===== config.mk =====
export PLATFORM = sky130hd
export DESIGN_NAME = pmic_fault_supervisor
export DESIGN_NICKNAME = d
export VERILOG_FILES = /design/src/core/sync2.v /design/src/core/pmic_fault_supervisor.v
export VERILOG_INCLUDE_DIRS = /design/src /design/src/core
export SDC_FILE = /design/constraint.sdc
export NUM_CORES = 1
export LEC_CHECK = 0
export BUFFER_PORTS_ARGS = -buffer_cell sky130_fd_sc_hd__buf_2
export CAP_MARGIN = 20
export CORE_UTILIZATION = 23
export CTS_BUF_LIST = sky130_fd_sc_hd__clkbuf_8
export CTS_CLUSTER_DIAMETER = 60
export DETAILED_ROUTE_END_ITERATION = 12
export PLACE_DENSITY = 0.43
export SLEW_MARGIN = 30
export SYNTH_ARGS = -nofsm -noshare
export SYNTH_HDL_FRONTEND = slang
export SYNTH_SLANG_ARGS = --single-unit

===== constraint.sdc =====
create_clock -name pclk -period 7.1 [get_ports pclk]
set_input_delay 0.71 -clock pclk [delete_from_list [all_inputs] [get_ports pclk]]
set_output_delay 0.71 -clock pclk [all_outputs]
set_load 0.01 [all_outputs]

===== src/core/pmic_sup_map.vh =====
// register offsets, field positions, reset values and timing counts
`ifndef PMIC_SUP_MAP_VH
`define PMIC_SUP_MAP_VH
`define OFS_EVENT 12'h000
`define OFS_MASK 12'h004
`define OFS_CTRL 12'h008
`define OFS_MEAS 12'h00C
`define OFS_UVLO 12'h010
`define OFS_PARK 12'h014
`define OFS_STATE 12'h018
`define EV_HOT 0
`define EV_TSD 1
`define EV_BATLOW 2
`define EV_UVLO 3
`define EV_MIRFLT 4
`define EV_V6PGF 5
`define EV_LEDOVP 6
`define EV_LSPGF 7
`define EV_WIDTH 8
`define CTRL_MIR_EN 0
`define CTRL_LED_EN 1
`define MEAS_SEL_LSB 0
`define MEAS_GAIN_LSB 4
`define MEAS_CAL_BIT 6
`define MASK_RESET 8'h00
`define UVLO_RESET 5'h00
`define UVLO_MAX 5'h1F
`define PARK_RESET 7'h64
`define PARK_MAX_US 7'h64
`define CLK_MHZ 16'h000A
`define CYC_PER_US 4'hA
`define V6_RETRY_US 16'h0032
`define V6_RETRY_CYC (`V6_RETRY_US * `CLK_MHZ)
`define DISCH_CYC 16'h0010
`define SEL_NONE 4'h8
`define SEL_MAX 4'h9
`endif


===== src/core/sync2.v =====
// two-flop synchroniser, one per bit of a bus
`timescale 1ns/1ns
module sync2 #(
   parameter W = 8
) (
   input wire pclk,
   input wire presetn,
   input wire ce,
   input wire [W-1:0] din,
   output wire [W-1:0] dout
);
   genvar i;
   generate
      for (i = 0; i < W; i = i + 1)
      begin : g_bit
         reg s1_q;
         reg s2_q;
         // first stage feeds only the second stage
         always @(posedge pclk or negedge presetn)
         begin
            if (!presetn)
            begin
               s1_q <= 1'b0;
               s2_q <= 1'b0;
            end
            else if (ce)
            begin
               s1_q <= din[i];
               s2_q <= s1_q;
            end
         end
         assign dout[i] = s2_q;
      end
   endgenerate
endmodule


===== src/core/pmic_fault_supervisor.v =====
// fault supervisor of the power-management block, apb register slave
//
// Contract
// - mux select field routes one of ten inputs, code 8 none, 9 reference
// - over-warning temperature raises hot event, rails untouched
// - thermal shutdown disables all rails and sets trip flag
// - after cooling, mirror rails stay off until enable rewritten
// - low battery raises event only, outputs keep working
// - lockout raises event, sequences rails down, clears enable, standby
// - lockout threshold programmable in 31 steps, 2.3 V to 4.5 V
// - after lockout, rails stay off until input good and pin toggled
// - lockout waits parking time 0..100 us, then fast discharge
// - mirror regulator fault sets flag, clears enable, stops regulator
// - clearing mirror enable also powers down the led driver
// - six volt power-good loss sets flag, stops led converter, retries
// - led supply overvoltage sets event, converter keeps running
// - below about 100 mA the led converter skips pulses
// - load switch under 1.3 V fast-discharges mirror rails at once
// - after load switch failure stay down until power pin cycled
// - events set sticky bits and pull interrupt low; read clears
// - masks gate only the interrupt, not bits or protection; here the mirror fault mask also keeps its fault from setting the lockout latch
// - power pin low: rails off, registers reset, bus ignored, reset low
//
// Implementation choices: the APB register port and the register offsets.
`timescale 1ns/1ns
`include "pmic_sup_map.vh"
module pmic_fault_supervisor #(
   parameter V6_RETRY_CYCLES = `V6_RETRY_CYC
) (
   input wire pclk,
   input wire presetn,
   input wire clk_en,
   input wire psel,
   input wire penable,
   input wire pwrite,
   input wire [11:0] paddr,
   input wire [31:0] pwdata,
   output reg [31:0] prdata,
   output wire pready,
   output wire pslverr,
   input wire power_on_pin,
   input wire hot_warn_cmp,
   input wire thermal_trip_cmp,
   input wire battery_weak_cmp,
   input wire uvlo_cmp,
   input wire input_above_recover_cmp,
   input wire mirror_rail_fault_cmp,
   input wire mirror_ind_fault_cmp,
   input wire six_volt_pg_cmp,
   input wire led_overvolt_cmp,
   input wire load_switch_low_cmp,
   input wire led_low_current_cmp,
   output reg [3:0] meas_input_select,
   output reg [1:0] meas_gain_code,
   output reg meas_calib_disable,
   output reg [4:0] uvlo_threshold_code,
   output reg mirror_regulator_on,
   output reg mirror_fast_discharge,
   output reg led_converter_on,
   output reg led_power_save,
   output reg core_power_on,
   output reg reset_out_n,
   output wire irq_out_n_o,
   output wire irq_out_n_oe
);
   localparam ST_OFF = 2'h0;
   localparam ST_STANDBY = 2'h1;
   localparam ST_PARK = 2'h2;
   localparam ST_DISCH = 2'h3;

   wire [10:0] mon_s;
   wire pwr_s;
   reg pwr_d1_q;
   reg [1:0] state_q;
   reg [7:0] event_q;
   reg [7:0] mask_q;
   reg mir_en_q;
   reg led_en_q;
   reg [6:0] park_us_q;
   reg [15:0] cnt_q;
   reg [3:0] us_div_q;
   reg lock_q;
   reg v6_wait_q;
   reg [15:0] v6_cnt_q;

   // sync inputs: every comparator and the power pin pass two flops
   sync2 #(.W(12)) u_sync (
      .pclk(pclk),
      .presetn(presetn),
      .ce(clk_en),
      .din({power_on_pin, led_low_current_cmp, load_switch_low_cmp,
            led_overvolt_cmp, six_volt_pg_cmp, mirror_ind_fault_cmp,
            mirror_rail_fault_cmp, input_above_recover_cmp, uvlo_cmp,
            battery_weak_cmp, thermal_trip_cmp, hot_warn_cmp}),
      .dout({pwr_s, mon_s})
   );

   wire hot_s = mon_s[0];
   wire tsd_s = mon_s[1];
   wire bat_s = mon_s[2];
   wire uvlo_s = mon_s[3];
   wire vin_ok_s = mon_s[4];
   wire mir_flt_s = mon_s[5] | mon_s[6];
   wire v6_bad_s = ~mon_s[7];
   wire ovp_s = mon_s[8];
   wire ls_low_s = mon_s[9];
   wire led_lowi_s = mon_s[10];

   // apb: zero wait states, error on unmapped offsets
   wire acc = psel & penable & clk_en;
   wire wr = acc & pwrite & pwr_s;
   wire rd = acc & ~pwrite & pwr_s;
   wire mapped = (paddr == `OFS_EVENT) | (paddr == `OFS_MASK) |
      (paddr == `OFS_CTRL) | (paddr == `OFS_MEAS) |
      (paddr == `OFS_UVLO) | (paddr == `OFS_PARK) | (paddr == `OFS_STATE);
   assign pready = 1'b1;
   // bus ignored: while the pin is low every access is refused
   assign pslverr = psel & penable & (~mapped | ~pwr_s);

   wire pwr_rise = pwr_s & ~pwr_d1_q;
   wire mir_flt_ev = mir_flt_s & mir_en_q;
   wire lockout_ev = uvlo_s & (state_q != ST_PARK) & (state_q != ST_DISCH);
   // any fault that forces the mirror enable low this cycle
   wire kill_mir = tsd_s | lockout_ev | ls_low_s | mir_flt_ev;

   // events raised by hardware this cycle
   wire [7:0] ev_set;
   assign ev_set[`EV_HOT] = hot_s;
   assign ev_set[`EV_TSD] = tsd_s;
   assign ev_set[`EV_BATLOW] = bat_s;
   assign ev_set[`EV_UVLO] = uvlo_s;
   assign ev_set[`EV_MIRFLT] = mir_flt_ev;
   assign ev_set[`EV_V6PGF] = v6_bad_s;
   assign ev_set[`EV_LEDOVP] = ovp_s;
   assign ev_set[`EV_LSPGF] = ls_low_s;

   // interrupt: open drain, oe low means the pin is pulled low
   // mask gate: masks touch the pin and the mirror-fault lockout latch, never bits
   wire irq_active = |(event_q & ~mask_q);
   assign irq_out_n_o = 1'b0;
   assign irq_out_n_oe = ~irq_active;

   // edge memory of the synchronised power pin
   always @(posedge pclk or negedge presetn)
   begin
      if (!presetn)
         pwr_d1_q <= 1'b0;
      else if (clk_en)
         pwr_d1_q <= pwr_s;
   end

   // register file and fault state; pin low acts as a synchronous reset
   always @(posedge pclk or negedge presetn)
   begin
      if (!presetn)
      begin
         event_q <= 8'h00;
         mask_q <= `MASK_RESET;
         mir_en_q <= 1'b0;
         led_en_q <= 1'b0;
         meas_input_select <= `SEL_NONE;
         meas_gain_code <= 2'h1;
         meas_calib_disable <= 1'b0;
         uvlo_threshold_code <= `UVLO_RESET;
         park_us_q <= `PARK_RESET;
         lock_q <= 1'b0;
      end
      else if (clk_en)
      begin
         if (!pwr_s)
         begin
            // registers default: everything back to reset values
            event_q <= 8'h00;
            mask_q <= `MASK_RESET;
            // enable zero: mirror enable starts cleared after the pin
            mir_en_q <= 1'b0;
            led_en_q <= 1'b0;
            meas_input_select <= `SEL_NONE;
            meas_gain_code <= 2'h1;
            meas_calib_disable <= 1'b0;
            uvlo_threshold_code <= `UVLO_RESET;
            park_us_q <= `PARK_RESET;
            // lockout release: pin seen low clears the latch
            lock_q <= 1'b0;
         end
         else
         begin
            // sticky events: a set in the read cycle survives the clear
            if (rd && paddr == `OFS_EVENT)
               event_q <= ev_set;
            else
               event_q <= event_q | ev_set;
            if (wr && paddr == `OFS_MASK)
               mask_q <= pwdata[7:0];
            if (wr && paddr == `OFS_MEAS)
            begin
               // input select: codes above nine fall back to none
               if (pwdata[`MEAS_SEL_LSB+3:`MEAS_SEL_LSB] > `SEL_MAX)
                  meas_input_select <= `SEL_NONE;
               else
                  meas_input_select <= pwdata[`MEAS_SEL_LSB+3:`MEAS_SEL_LSB];
               meas_gain_code <= pwdata[`MEAS_GAIN_LSB+1:`MEAS_GAIN_LSB];
               meas_calib_disable <= pwdata[`MEAS_CAL_BIT];
            end
            // threshold code: five bits, codes 0..31 above 2.3 V
            if (wr && paddr == `OFS_UVLO)
               uvlo_threshold_code <= pwdata[4:0];
            if (wr && paddr == `OFS_PARK)
            begin
               if (pwdata[6:0] > `PARK_MAX_US)
                  park_us_q <= `PARK_MAX_US;
               else
                  park_us_q <= pwdata[6:0];
            end
            // lockout latch: uvlo or load switch failure holds rails
            // stay down: only a pin cycle clears the latch
            // unmasked mirror fault also needs a pin cycle
            if (lockout_ev || ls_low_s ||
                (mir_flt_ev && !mask_q[`EV_MIRFLT]))
               lock_q <= 1'b1;
            if (wr && paddr == `OFS_CTRL)
               led_en_q <= pwdata[`CTRL_LED_EN];
            // fault first: a fault beats an enable write
            // trip: thermal shutdown clears the enable
            // mirror fault: enable cleared, regulator stops
            if (kill_mir)
               mir_en_q <= 1'b0;
            // rewrite: enable returns only by a host write
            // input low: enable refused below the recovery level
            else if (wr && paddr == `OFS_CTRL)
               mir_en_q <= pwdata[`CTRL_MIR_EN] & ~lock_q & vin_ok_s;
         end
      end
   end

   // lockout shutdown sequence: park, then discharge
   always @(posedge pclk or negedge presetn)
   begin
      if (!presetn)
      begin
         state_q <= ST_OFF;
         cnt_q <= 16'h0000;
         us_div_q <= 4'h0;
      end
      else if (clk_en)
      begin
         case (state_q)
            ST_OFF:
               if (pwr_rise)
                  state_q <= ST_STANDBY;
            ST_STANDBY:
               if (!pwr_s)
                  state_q <= ST_OFF;
               // no parking: load switch loss discharges at once
               else if (ls_low_s)
               begin
                  state_q <= ST_DISCH;
                  cnt_q <= `DISCH_CYC;
               end
               // park first: wait the programmed microseconds
               else if (lockout_ev)
               begin
                  state_q <= ST_PARK;
                  cnt_q <= {9'h000, park_us_q};
                  us_div_q <= 4'h0;
               end
            ST_PARK:
               if (ls_low_s || cnt_q == 16'h0000)
               begin
                  state_q <= ST_DISCH;
                  cnt_q <= `DISCH_CYC;
               end
               else if (us_div_q == `CYC_PER_US - 4'h1)
               begin
                  us_div_q <= 4'h0;
                  cnt_q <= cnt_q - 16'h0001;
               end
               else
                  us_div_q <= us_div_q + 4'h1;
            ST_DISCH:
               if (cnt_q == 16'h0000)
                  state_q <= pwr_s ? ST_STANDBY : ST_OFF;
               else
                  cnt_q <= cnt_q - 16'h0001;
            default:
               state_q <= ST_OFF;
         endcase
      end
   end

   // retry: converter held off for a retry gap after power-good loss
   always @(posedge pclk or negedge presetn)
   begin
      if (!presetn)
      begin
         v6_wait_q <= 1'b0;
         v6_cnt_q <= 16'h0000;
      end
      else if (clk_en)
      begin
         if (v6_bad_s)
         begin
            v6_wait_q <= 1'b1;
            v6_cnt_q <= V6_RETRY_CYCLES[15:0];
         end
         else if (v6_cnt_q != 16'h0000)
            v6_cnt_q <= v6_cnt_q - 16'h0001;
         else
            v6_wait_q <= 1'b0;
      end
   end

   // rail outputs, all registered
   always @(posedge pclk or negedge presetn)
   begin
      if (!presetn)
      begin
         mirror_regulator_on <= 1'b0;
         mirror_fast_discharge <= 1'b0;
         led_converter_on <= 1'b0;
         led_power_save <= 1'b0;
         core_power_on <= 1'b0;
         reset_out_n <= 1'b0;
      end
      else if (clk_en)
      begin
         // pin low: all rails off and reset held low
         // thermal trip drops the core rail too
         core_power_on <= pwr_s & ~lock_q & ~tsd_s &
            (state_q == ST_STANDBY);
         reset_out_n <= pwr_s & (state_q != ST_OFF);
         // warning only: hot and low battery do not gate rails
         mirror_regulator_on <= pwr_s & mir_en_q & ~kill_mir & ~lock_q &
            (state_q == ST_STANDBY);
         // fast discharge during the discharge phase
         mirror_fast_discharge <= (state_q == ST_DISCH);
         // overvoltage does not stop the converter
         led_converter_on <= pwr_s & mir_en_q & led_en_q & ~kill_mir &
            ~lock_q & ~v6_bad_s & ~v6_wait_q & (state_q == ST_STANDBY);
         // pulse skipping at low led current
         led_power_save <= led_lowi_s;
      end
   end

   // read data registered in the setup cycle, ready for the access cycle
   always @(posedge pclk or negedge presetn)
   begin
      if (!presetn)
         prdata <= 32'h00000000;
      else if (clk_en && psel && !penable && !pwrite)
      begin
         case (paddr)
            `OFS_EVENT: prdata <= {24'h000000, event_q | ev_set};
            `OFS_MASK: prdata <= {24'h000000, mask_q};
            `OFS_CTRL: prdata <= {30'h00000000, led_en_q, mir_en_q};
            `OFS_MEAS: prdata <= {25'h0000000, meas_calib_disable,
               meas_gain_code, meas_input_select};
            `OFS_UVLO: prdata <= {27'h0000000, uvlo_threshold_code};
            `OFS_PARK: prdata <= {25'h0000000, park_us_q};
            `OFS_STATE: prdata <= {28'h0000000, lock_q, v6_wait_q, state_q};
            default: prdata <= 32'h00000000;
         endcase
      end
   end
endmodule


==> results of run 1 <==
==> per-stage QoR <==
stage | hold WS, ns | total power [W] | util [%]
after floorplan | 0.414 | 0.00130 | -
after global placement | 0.464 | 0.00145 | 25.7
after detailed placement | 0.473 | 0.00145 | 25.7
after CTS | 0.322 | 0.00214 | 27.3
after global routing | 0.337 | 0.00225 | 27.3
final | 0.299 | 0.00211 | 27.3
==> synthesized netlist by cell type (5+ instances only) <==
library cell / instances
ha_1: 5
dfrtp_1: 111
a21oi_1: 18
a211o_1: 6
inv_1: 32
buf_4: 28
clkbuf_1: 15
a32oi_1: 6
dfstp_2: 5
xnor2_1: 10
nand3_1: 22
o2bb2ai_1: 7
nor3_1: 18
nand4b_1: 5
buf_1: 5
nor2_1: 36
mux2i_1: 15
o31ai_1: 11
nand3b_1: 5
a22o_1: 12
mux2_2: 31
o22ai_1: 8
nor4_1: 8
nand2_1: 62
a31oi_1: 9
a21o_1: 7
o21ai_0: 42
o211ai_1: 9
==> per-layer routing <==
metal	part of all wire, %	up-vias	track usage (%)
li1	-	2421	-
met1	50	2542	19.6
met2	45	98	20.1
met3	3.6	12	3.16
met4	1.1	0	3.95
met5	0	-	0
==> layout make-up <==
cell class,instances,area [um^2],share of cell area (%)
clock buffer,20,275,3.72
clock inverter,12,155,2.09
inverter,33,124,1.67
multi-input combinational,462,3130,42.3
sequential,116,2910,39.3
tap,372,465,6.28
timing repair buffer,67,347,4.68
==> registers in the layout, indices dropped and copies added (netlist names), 2 cells and up, named ones only <==
register	count
event_q	8
meas_input_select	4
us_div_q	4
u_sync.g_bit.s2_q	12
mask_q	8
meas_gain_code	2
prdata	8
v6_cnt_q	16
park_us_q	7
uvlo_threshold_code	5
cnt_q	16
u_sync.g_bit.s1_q	12
==> cells by family (layout without fill, tap and decap cells) <==
logic type,after synthesis,after routing
compound gates,159,159
xor+xnor,10,10
fa+ha+maj,5,5
buf+inv,89,132
flops,116,116
mux,49,49
other cells,2,26
simple gates,213,213
==> placed cells by master, fill, tap and decap left out, drive strengths merged, types with 20 or more instances in the layout <==
cell	Yosys	layout
buf	40	67
clkbuf	16	20
conb	2	26
dfrtp	111	111
inv	32	33
mux2	32	32
nand2	62	62
nand3	23	23
nor2	37	37
o21ai	44	44
==> worst reg2reg max path: stages, from the launching register on <==
cell and delay [ns]:
dfrtp_1 0.41, inv_1 0.10, ha_1 0.22, nor4b_2 0.36
nand4_2 0.37, mux2i_4 0.40, o21a_1 0.40, mux2_2 0.38
==> worst paths after layout <==
kind | slack [ns] | start | depth (start not counted) | endpoint
setup / recovery | 4.26 | clk_en | 6 | prdata[6]
max in group asynchronous | 5.70 | presetn | 2 | uvlo_threshold_code[4]
hold reg to reg | 0.48 | us_div_q[3] | 1 | us_div_q[3]
setup reg to reg | 4.34 | cnt_q[0] | 7 | cnt_q[1]
min in group pclk | 0.48 | us_div_q[3] | 1 | us_div_q[3]
hold / removal | 0.30 | presetn | 1 | mirror_fast_discharge
==> power groups by stage <==
stage | sequential [W] | clock (W) | combinational [W]
after global placement | 0.000913 | 0 | 0.000542
after detailed placement | 0.000910 | 0 | 0.000542
after global routing | 0.000919 | 0.000723 | 0.000608
final | 0.000899 | 0.000666 | 0.000543
after CTS | 0.000899 | 0.000692 | 0.000545
after floorplan | 0.000845 | 0 | 0.000451
==> qor.yml, run 1 <==
place_congestion: 0.780
wl_per_cell_um: 17.1
detail-route-antenna-nets: 0
finalMaxSlewViolations: 0
antenna_found_initial: 0
ys_ff_latch: 116
cts.sink_count: 116
peakVddDrop_v: 0.000108
cts_tree: "built"
syn_to_final_growth_pct: 15.7
htree_levels: 4
cp.required_ns: 7.47
crit_type: "input pin to flop"
cts-root-buf: "clkbuf_8"
path_delay_family: "simple AND/OR/NAND/NOR gates"
synthMuxAreaShare_pct: 8.68
rsz0062_at_grt: "no"
start_util_pct: 23.6
dp_slack_ns: 3.74
dp_cells: 1050
cts.clk_slew.worst_paths_ns: 0.08
die_area_um2: 28500
io_buffer_count: 65
power.share.switching_pct: 35.7
crit_path_top_delay_cell: "or4b_2"
grt_pass1_wl_um: 29900
grt_max_degree: 70
routed_wl_um: 18500
n_fill_cell: 2927
path_cells: "buf_2 > clkinv_1 > or4b_2 > nor2_2 > o211ai_1 > o211ai_1"
hp-class: "input pin to async pin"
pin_count: 116
synth.area.top_cells: "dfrtp_1, mux2_2, nand2_1"
syn-instance-count: 643
drtIter0Drc: 410
synthDistinctLibCells: 79
antenna_cells: 0
cts_setup_buffers: 0
drive_above_1_share_pct: 22.3
core_um2: 27100
avgSynthCellArea_um2: 9.96
fp.dieH_um: 169
via_count: 5073
p_int_w: 0.00136
timing.setup.tns_ns: 0
pwr-share-comb_pct: 25.7
grt-ovfl-total: 0
yosysSeqAreaShare_pct: 45.4
synth_compound_area_share_pct: 17.1
critical_path.startpoint_type: "input pin"
synth_xor_area_share_pct: 1.37
endpoint_kind: "flop"
setup_viol: 0
synth_top_family_by_area: "simple AND/OR/NAND/NOR gates"
async_flop_share_pct: 100
nets: 764
crit_buf_inv: 2
clk_path_buf_depth: 2
slew-limit-headroom_pct: 40.0
period_needed_ns: 2.84
synth_top_area_share_pct: 43.4
layoutNonFillerInstCount: 1082
drc_errors: 0
vias_per_cell: 4.69
finalHoldViolations: 0
yosys_most_used_dff: "dfrtp_1"
synthSimpleGateAreaFrac_pct: 19.0
postLayoutSetupSlackWorst_ns: 4.26
netlist_area_um2: 6400
power_per_cell_area_nw_per_um2: 285
arrival_ns: 3.21
drv_cap: 0
crit_fanout: 18
clock_power_share_pct: 31.6
cts_made_buffers: 17
firstDrtPassIters: 5
grt_pass1_vias: 5062
status: "finished, final reports clean"
p_seq_share_pct: 42.7
cts_hold_buffers: 0
ctsResizeCount: 0
max_freq_mhz: 352
ys_warn_count: 0
max_stage_delay_ns: 0.95
synth_area_leader_cell: "dfrtp_1"
die_w_um: 169
clk_latency_ns: 0.45
synth_adder_area_share_pct: 0.977
placementRows: 60
worst_pin_slew_ns: 0.901
grtUsageTotal_pct: 13.6
fin_area_um2: 7410
fin_skew_ns: 0.0125
hpwl_um: 13100
postPlaceCellArea_um2: 6970
leakage_nw: 3.10
power_switching_w: 0.000752
period_share_pct: 40.0
cpMostUsedCell: "o211ai_1"
synth_edf_count: 0
Power figures use the tool's default switching activity.
==> run 2, diff against run 1 <==
==> constraint.sdc (replaced) <==
create_clock -name pclk -period 2.7 [get_ports pclk]
set_input_delay 0.27 -clock pclk [delete_from_list [all_inputs] [get_ports pclk]]
set_output_delay 0.27 -clock pclk [all_outputs]
set_load 0.01 [all_outputs]
==> run 2 against run 1 <==
Clock-buffer cell count is the same. Non-clock buffer count rose by 27. Largest power group unchanged. Highest routed layer unchanged. First-iteration DRC count decreased by 18%. Global-route usage is 0.32 points higher. Clock power grew to 2.6 times the previous value. Final cell count is 2.5% higher. Utilization increased by 0.72 points. Critical endpoint is now cnt_q[15]. Register-to-register slack got worse by 4.1 ns. Total power rose to 2.7 times the previous value. Clock skew rose by 0.0079 ns. Die area unchanged.
==> qor.yml, run 2 (same netlist as run 1, synthesis figures left out) <==
status: "finished, final reports clean"
finalMaxSlewViolations: 0  # unchanged
dp_slack_ns: 0.326  # -3.42 ns
total_power_w: 0.00563  # +170%
drtIter0Drc: 336  # -18%
ctsResizeCount: 0  # unchanged
hp-class: "input pin to flop"
arrival_ns: 2.73  # -0.48 ns
hpwl_um: 13900  # +5.6%
crit_fanout: 10  # -8
period_share_pct: 89.3
peakVddDrop_v: 0.000337  # +210%
cts_setup_buffers: 0  # unchanged
p_int_w: 0.00365  # +170%
max_freq_mhz: 415
die_area_um2: 28500  # unchanged
top_regs: "cnt_q (16), v6_cnt_q (16)"
firstDrtPassIters: 5  # unchanged
start_util_pct: 23.6  # unchanged
rsz0062_at_grt: "no"
nets: 791  # +3.5%
via_count: 5205  # +2.6%
p_seq_share_pct: 41.4  # -1.3 points
cts-root-buf: "clkbuf_8"
slew-limit-headroom_pct: 39.3  # -0.65 points
worst_pin_slew_ns: 0.910  # +0.00969 ns
grt_pass1_wl_um: 30200  # +0.80%
antenna_found_initial: 0  # unchanged
setup_viol: 0  # unchanged
place_congestion: 0.823  # +5.5%
endpoint_kind: "flop"
die_w_um: 169  # unchanged
power_switching_w: 0.00199  # +160%
cts.clk_slew.worst_paths_ns: 0.08  # about the same
placementRows: 60  # unchanged
grt_max_degree: 47  # -33%
cts_tree: "built"
cts.sink_count: 116  # unchanged
htree_levels: 4  # unchanged
antenna_cells: 0  # unchanged
period_needed_ns: 2.41
grt-ovfl-total: 0  # unchanged
dp_cells: 1076  # +2.5%
postLayoutSetupSlackWorst_ns: 0.289  # -3.97 ns
hold_slack_ns: 0.0557  # -0.243 ns
multiInputGateArea_um2: 3120  # -0.48%
pin_count: 116  # unchanged
io_buffer_count: 65  # unchanged
seqCellArea_um2: 2910  # unchanged
power.share.switching_pct: 35.3  # -0.39 points
vias_per_cell: 4.69  # +0.10%
n_fill_cell: 2910  # -0.58%
fin_skew_ns: 0.0203  # +0.00788 ns
routed_wl_um: 19000  # +2.8%
detail-route-antenna-nets: 0  # unchanged
drc_errors: 0  # unchanged
cts_made_buffers: 17  # unchanged
timing.setup.tns_ns: 0  # unchanged
cp.required_ns: 3.02  # -4.45 ns
layoutNonFillerInstCount: 1109  # +2.5%
clock_power_share_pct: 30.7  # -0.9 points
critical_path.startpoint_type: "flop"
grtUsageTotal_pct: 13.9  # +0.32 points
cts_hold_buffers: 1  # +1
wl_per_cell_um: 17.1  # +0.33%
drv_cap: 0  # unchanged
crit_type: "flop to flop"
final_common_cell: "dfrtp_1"
syn_to_final_growth_pct: 18.7
clk_latency_ns: 0.45  # about the same
power_per_cell_area_nw_per_um2: 741  # +160%
core_um2: 27100  # unchanged
grt_pass1_vias: 5101  # +0.77%
drive_above_1_share_pct: 24.7  # +2.4 points
fp.dieH_um: 169  # unchanged
pwr-share-comb_pct: 27.9  # +2.2 points
leakage_nw: 3.24  # +4.3%
finalHoldViolations: 0  # unchanged
mostFrequentLayoutCells: "dfrtp_1, buf_2, nand2_1, o21ai_0, nor2_1"
clk_path_buf_depth: 2  # unchanged
run 2: critical path: stages, from the launching register on:
cell	delay (ns)
dfrtp_1	0.42
inv_1	0.11
ha_1	0.23
nor4b_2	0.35
and4_1	0.37
a21oi_1	0.32
and3_1	0.28
a211o_1	0.22
run 2: layer usage:
layer	GRT usage, %	vias up	wire, um
met3	2.95	10	756
met5	0	-	0
li1	-	2480	-
met2	21.3	125	8610
met1	19.7	2590	9440
met4	3.79	0	165
run 2: layout make-up:
class,count,share of cell area [%]
multi-input cells,462,41.0
flip-flops and latches,116,38.3
repair buffers,94,7.54
well taps,372,6.12
clock buffers,20,3.62
clock inverters,12,1.84
inverters,33,1.63
run 2: power by group through the flow:
stage	clock [W]	combinational, W	sequential, W
after floorplan	0	0.00119	0.00222
after global placement	0	0.00158	0.00236
after detailed placement	0	0.00158	0.00236
after CTS	0.00178	0.00158	0.00233
after global routing	0.00187	0.00174	0.00238
final	0.00173	0.00157	0.00233
run 2: stage by stage:
step | util, % | instance area, um^2
floorplan | - | 6490
global placement | 26.5 | 7180
detailed placement | 26.5 | 7180
CTS | 28.1 | 7600
global route | 28.1 | 7600
finish | 28.1 | 7600
run 2: worst paths after layout:
check / start / endpoint / slack (ns) / cells after the start
min: led_low_current_cmp / u_sync.g_bit[10].s1_q / 0.06 / 2
max: cnt_q[0] / cnt_q[15] / 0.29 / 7
max in group asynchronous: presetn / u_sync.g_bit[7].s2_q / 1.43 / 4
min reg2reg: us_div_q[3] / us_div_q[3] / 0.49 / 1
min in group asynchronous: presetn / mirror_fast_discharge / 0.36 / 2
max reg2reg: cnt_q[0] / cnt_q[15] / 0.29 / 7
==> run 3, diff against run 2 <==
--- a/config.mk
+++ b/config.mk
@@ -8,11 +8,13 @@
 export LEC_CHECK = 0
 export BUFFER_PORTS_ARGS = -buffer_cell sky130_fd_sc_hd__buf_2
 export CAP_MARGIN = 20
+export CELL_PAD_IN_SITES_DETAIL_PLACEMENT = 1
+export CELL_PAD_IN_SITES_GLOBAL_PLACEMENT = 1
 export CORE_UTILIZATION = 23
 export CTS_BUF_LIST = sky130_fd_sc_hd__clkbuf_8
 export CTS_CLUSTER_DIAMETER = 60
 export DETAILED_ROUTE_END_ITERATION = 12
-export PLACE_DENSITY = 0.43
+export PLACE_DENSITY = 0.51
 export SLEW_MARGIN = 30
 export SYNTH_ARGS = -nofsm -noshare
 export SYNTH_HDL_FRONTEND = slang
==> run 3 against run 2 <==
Clock skew decreased by 0.0028 ns. Sequential share of layout area decreased by 0.16 points. Sequential power about the same. Largest cell class unchanged. Total power increased by 1.8%. Non-clock buffer count increased by 3.
==> qor.yml, run 3 (same netlist as run 1, synthesis figures left out) <==
status: "finished, final reports clean"
routed_wl_um: 19800  # +4.2%
nets: 794  # +0.38%
detail-route-antenna-nets: 0  # unchanged
start_util_pct: 23.6  # unchanged
max_freq_mhz: 411  # -0.93%
cp.required_ns: 3.06  # +0.04 ns
cts_hold_buffers: 1  # unchanged
drc_errors: 0  # unchanged
top_regs: "cnt_q (16), v6_cnt_q (16)"
rsz0062_at_grt: "no"
grt_pass1_wl_um: 31600  # +4.8%
fin_skew_ns: 0.0175  # -0.00281 ns
leakage_nw: 3.24  # about the same
final_common_cell: "dfrtp_1"
endpoint_kind: "flop"
slew-limit-headroom_pct: 37.3  # -2.0 points
cts_tree: "built"
wl_per_cell_um: 17.8  # +3.9%
drive_above_1_share_pct: 25.4  # +0.71 points
critical_path.startpoint_type: "flop"
peakVddDrop_v: 0.000307  # -8.8%
core_um2: 27100  # unchanged
crit_path_top_delay_cell: "a21oi_1"
reg2regPathDepth: 7  # unchanged
die_area_um2: 28500  # unchanged
crit_fanout: 10  # unchanged
grt-ovfl-total: 0  # unchanged
io_buffer_count: 65  # unchanged
fp.dieH_um: 169  # unchanged
worst_pin_slew_ns: 0.940  # +0.0296 ns
grtUsageTotal_pct: 14.5  # +0.61 points
path_cells: "inv_1 > ha_1 > nor4b_2 > and4_1 > a21oi_1 > a32oi_1 > o2bb2ai_1"
r2r_slack_ns: 0.27  # -0.02 ns
drtIter0Drc: 286  # -15%
vias_per_cell: 4.68  # -0.35%
die_w_um: 169  # unchanged
placementRows: 60  # unchanged
period_share_pct: 90.1  # +0.84 points
finalMaxSlewViolations: 0  # unchanged
cts_made_buffers: 17  # unchanged
syn_to_final_growth_pct: 19.2
htree_levels: 4  # unchanged
grt_max_degree: 36  # -23%
cts-root-buf: "clkbuf_8"
pin_count: 116  # unchanged
crit_type: "flop to flop"
firstDrtPassIters: 4  # -1
setup_viol: 0  # unchanged
clk_latency_ns: 0.46  # about the same
crit_end: "cnt_q[6]"
grt_pass1_vias: 5312  # +4.1%
arrival_ns: 2.80  # +0.07 ns
finalHoldViolations: 0  # unchanged
drv_cap: 0  # unchanged
crit_buf_inv: 1  # unchanged
hpwl_um: 14700  # +5.9%
regToRegEndpoint: "cnt_q[6]"
cts.clk_slew.worst_paths_ns: 0.09  # about the same
layoutNonFillerInstCount: 1112  # +0.27%
cts.sink_count: 116  # unchanged
via_count: 5201  # -0.077%
period_needed_ns: 2.43  # +0.0226 ns
path_delay_family: "compound AO/OA/AOI/OAI gates"
antenna_found_initial: 0  # unchanged
n_fill_cell: 3163  # +8.7%
dp_cells: 1079  # +0.28%
crit_path_start: "cnt_q[0]"
mostFrequentLayoutCells: "dfrtp_1, buf_2, nand2_1, o21ai_0, nor2_1"
cts_setup_buffers: 0  # unchanged
cp.depth: 7  # unchanged
timing.setup.tns_ns: 0  # unchanged
hp-class: "input pin to flop"
total_power_w: 0.00574  # +1.8%
antenna_cells: 0  # unchanged
place_congestion: 0.781  # -5.2%
clk_path_buf_depth: 2  # unchanged
hold_slack_ns: 0.0352  # -0.0205 ns
max_stage_delay_ns: 0.77  # +0.35 ns
ctsResizeCount: 0  # unchanged
power_per_cell_area_nw_per_um2: 751  # +1.4%
r2r-start: "cnt_q[0]"
[run 3: per-stage QoR]
stage	worst slack (ns)	cell area [um^2]	util, %
2_1_floorplan	0.464	6490	-
3_3_place_gp	0.305	7200	26.6
3_5_place_dp	0.229	7200	26.6
4_1_cts	0.214	7630	28.2
5_1_grt	0.107	7630	28.2
6_report	0.266	7630	28.2
[run 3: worst min-delay path by stage]
stage / from / to / slack, ns / depth (start not counted)
3_5_place_dp: presetn / u_sync.g_bit[0].s2_q / 0.26 / 1
6_report: led_overvolt_cmp / u_sync.g_bit[8].s1_q / 0.04 / 2
5_1_grt: led_overvolt_cmp / u_sync.g_bit[8].s1_q / 0.02 / 2
2_1_floorplan: presetn / async pin / -0.03 / 0
4_1_cts: battery_weak_cmp / u_sync.g_bit[2].s1_q / 0.01 / 2
3_3_place_gp: presetn / u_sync.g_bit[0].s2_q / 0.27 / 1
[run 3: routing by layer]
layer | GRT usage (%) | up-vias | wire (um)
met2 | 21.9 | 81 | 8930
met5 | 0 | - | 0
met3 | 2.69 | 17 | 585
met4 | 4.35 | 0 | 271
li1 | - | 2486 | -
met1 | 21.0 | 2617 | 9980
[run 3: where the power goes]
| part | leakage [nW] | total [W] | internal [W] | switching, W |
|---|---|---|---|---|
| clock | 0.205 | 0.00180 | 0.000935 | 0.000866 |
| combinational | 1.57 | 0.00162 | 0.000682 | 0.000938 |
| sequential | 1.46 | 0.00231 | 0.00199 | 0.000321 |
| total | 3.24 | 0.00574 | 0.00361 | 0.00213 |
[run 3: final cells by class]
cell class / count / area (um^2) / area share (%)
well taps: 372 / 465 / 6.10
clock buffers: 17 / 234 / 3.06
multi-input cells: 462 / 3120 / 40.8
flip-flops and latches: 116 / 2910 / 38.1
clock inverters: 15 / 191 / 2.51
repair buffers: 97 / 596 / 7.80
inverters: 33 / 124 / 1.62
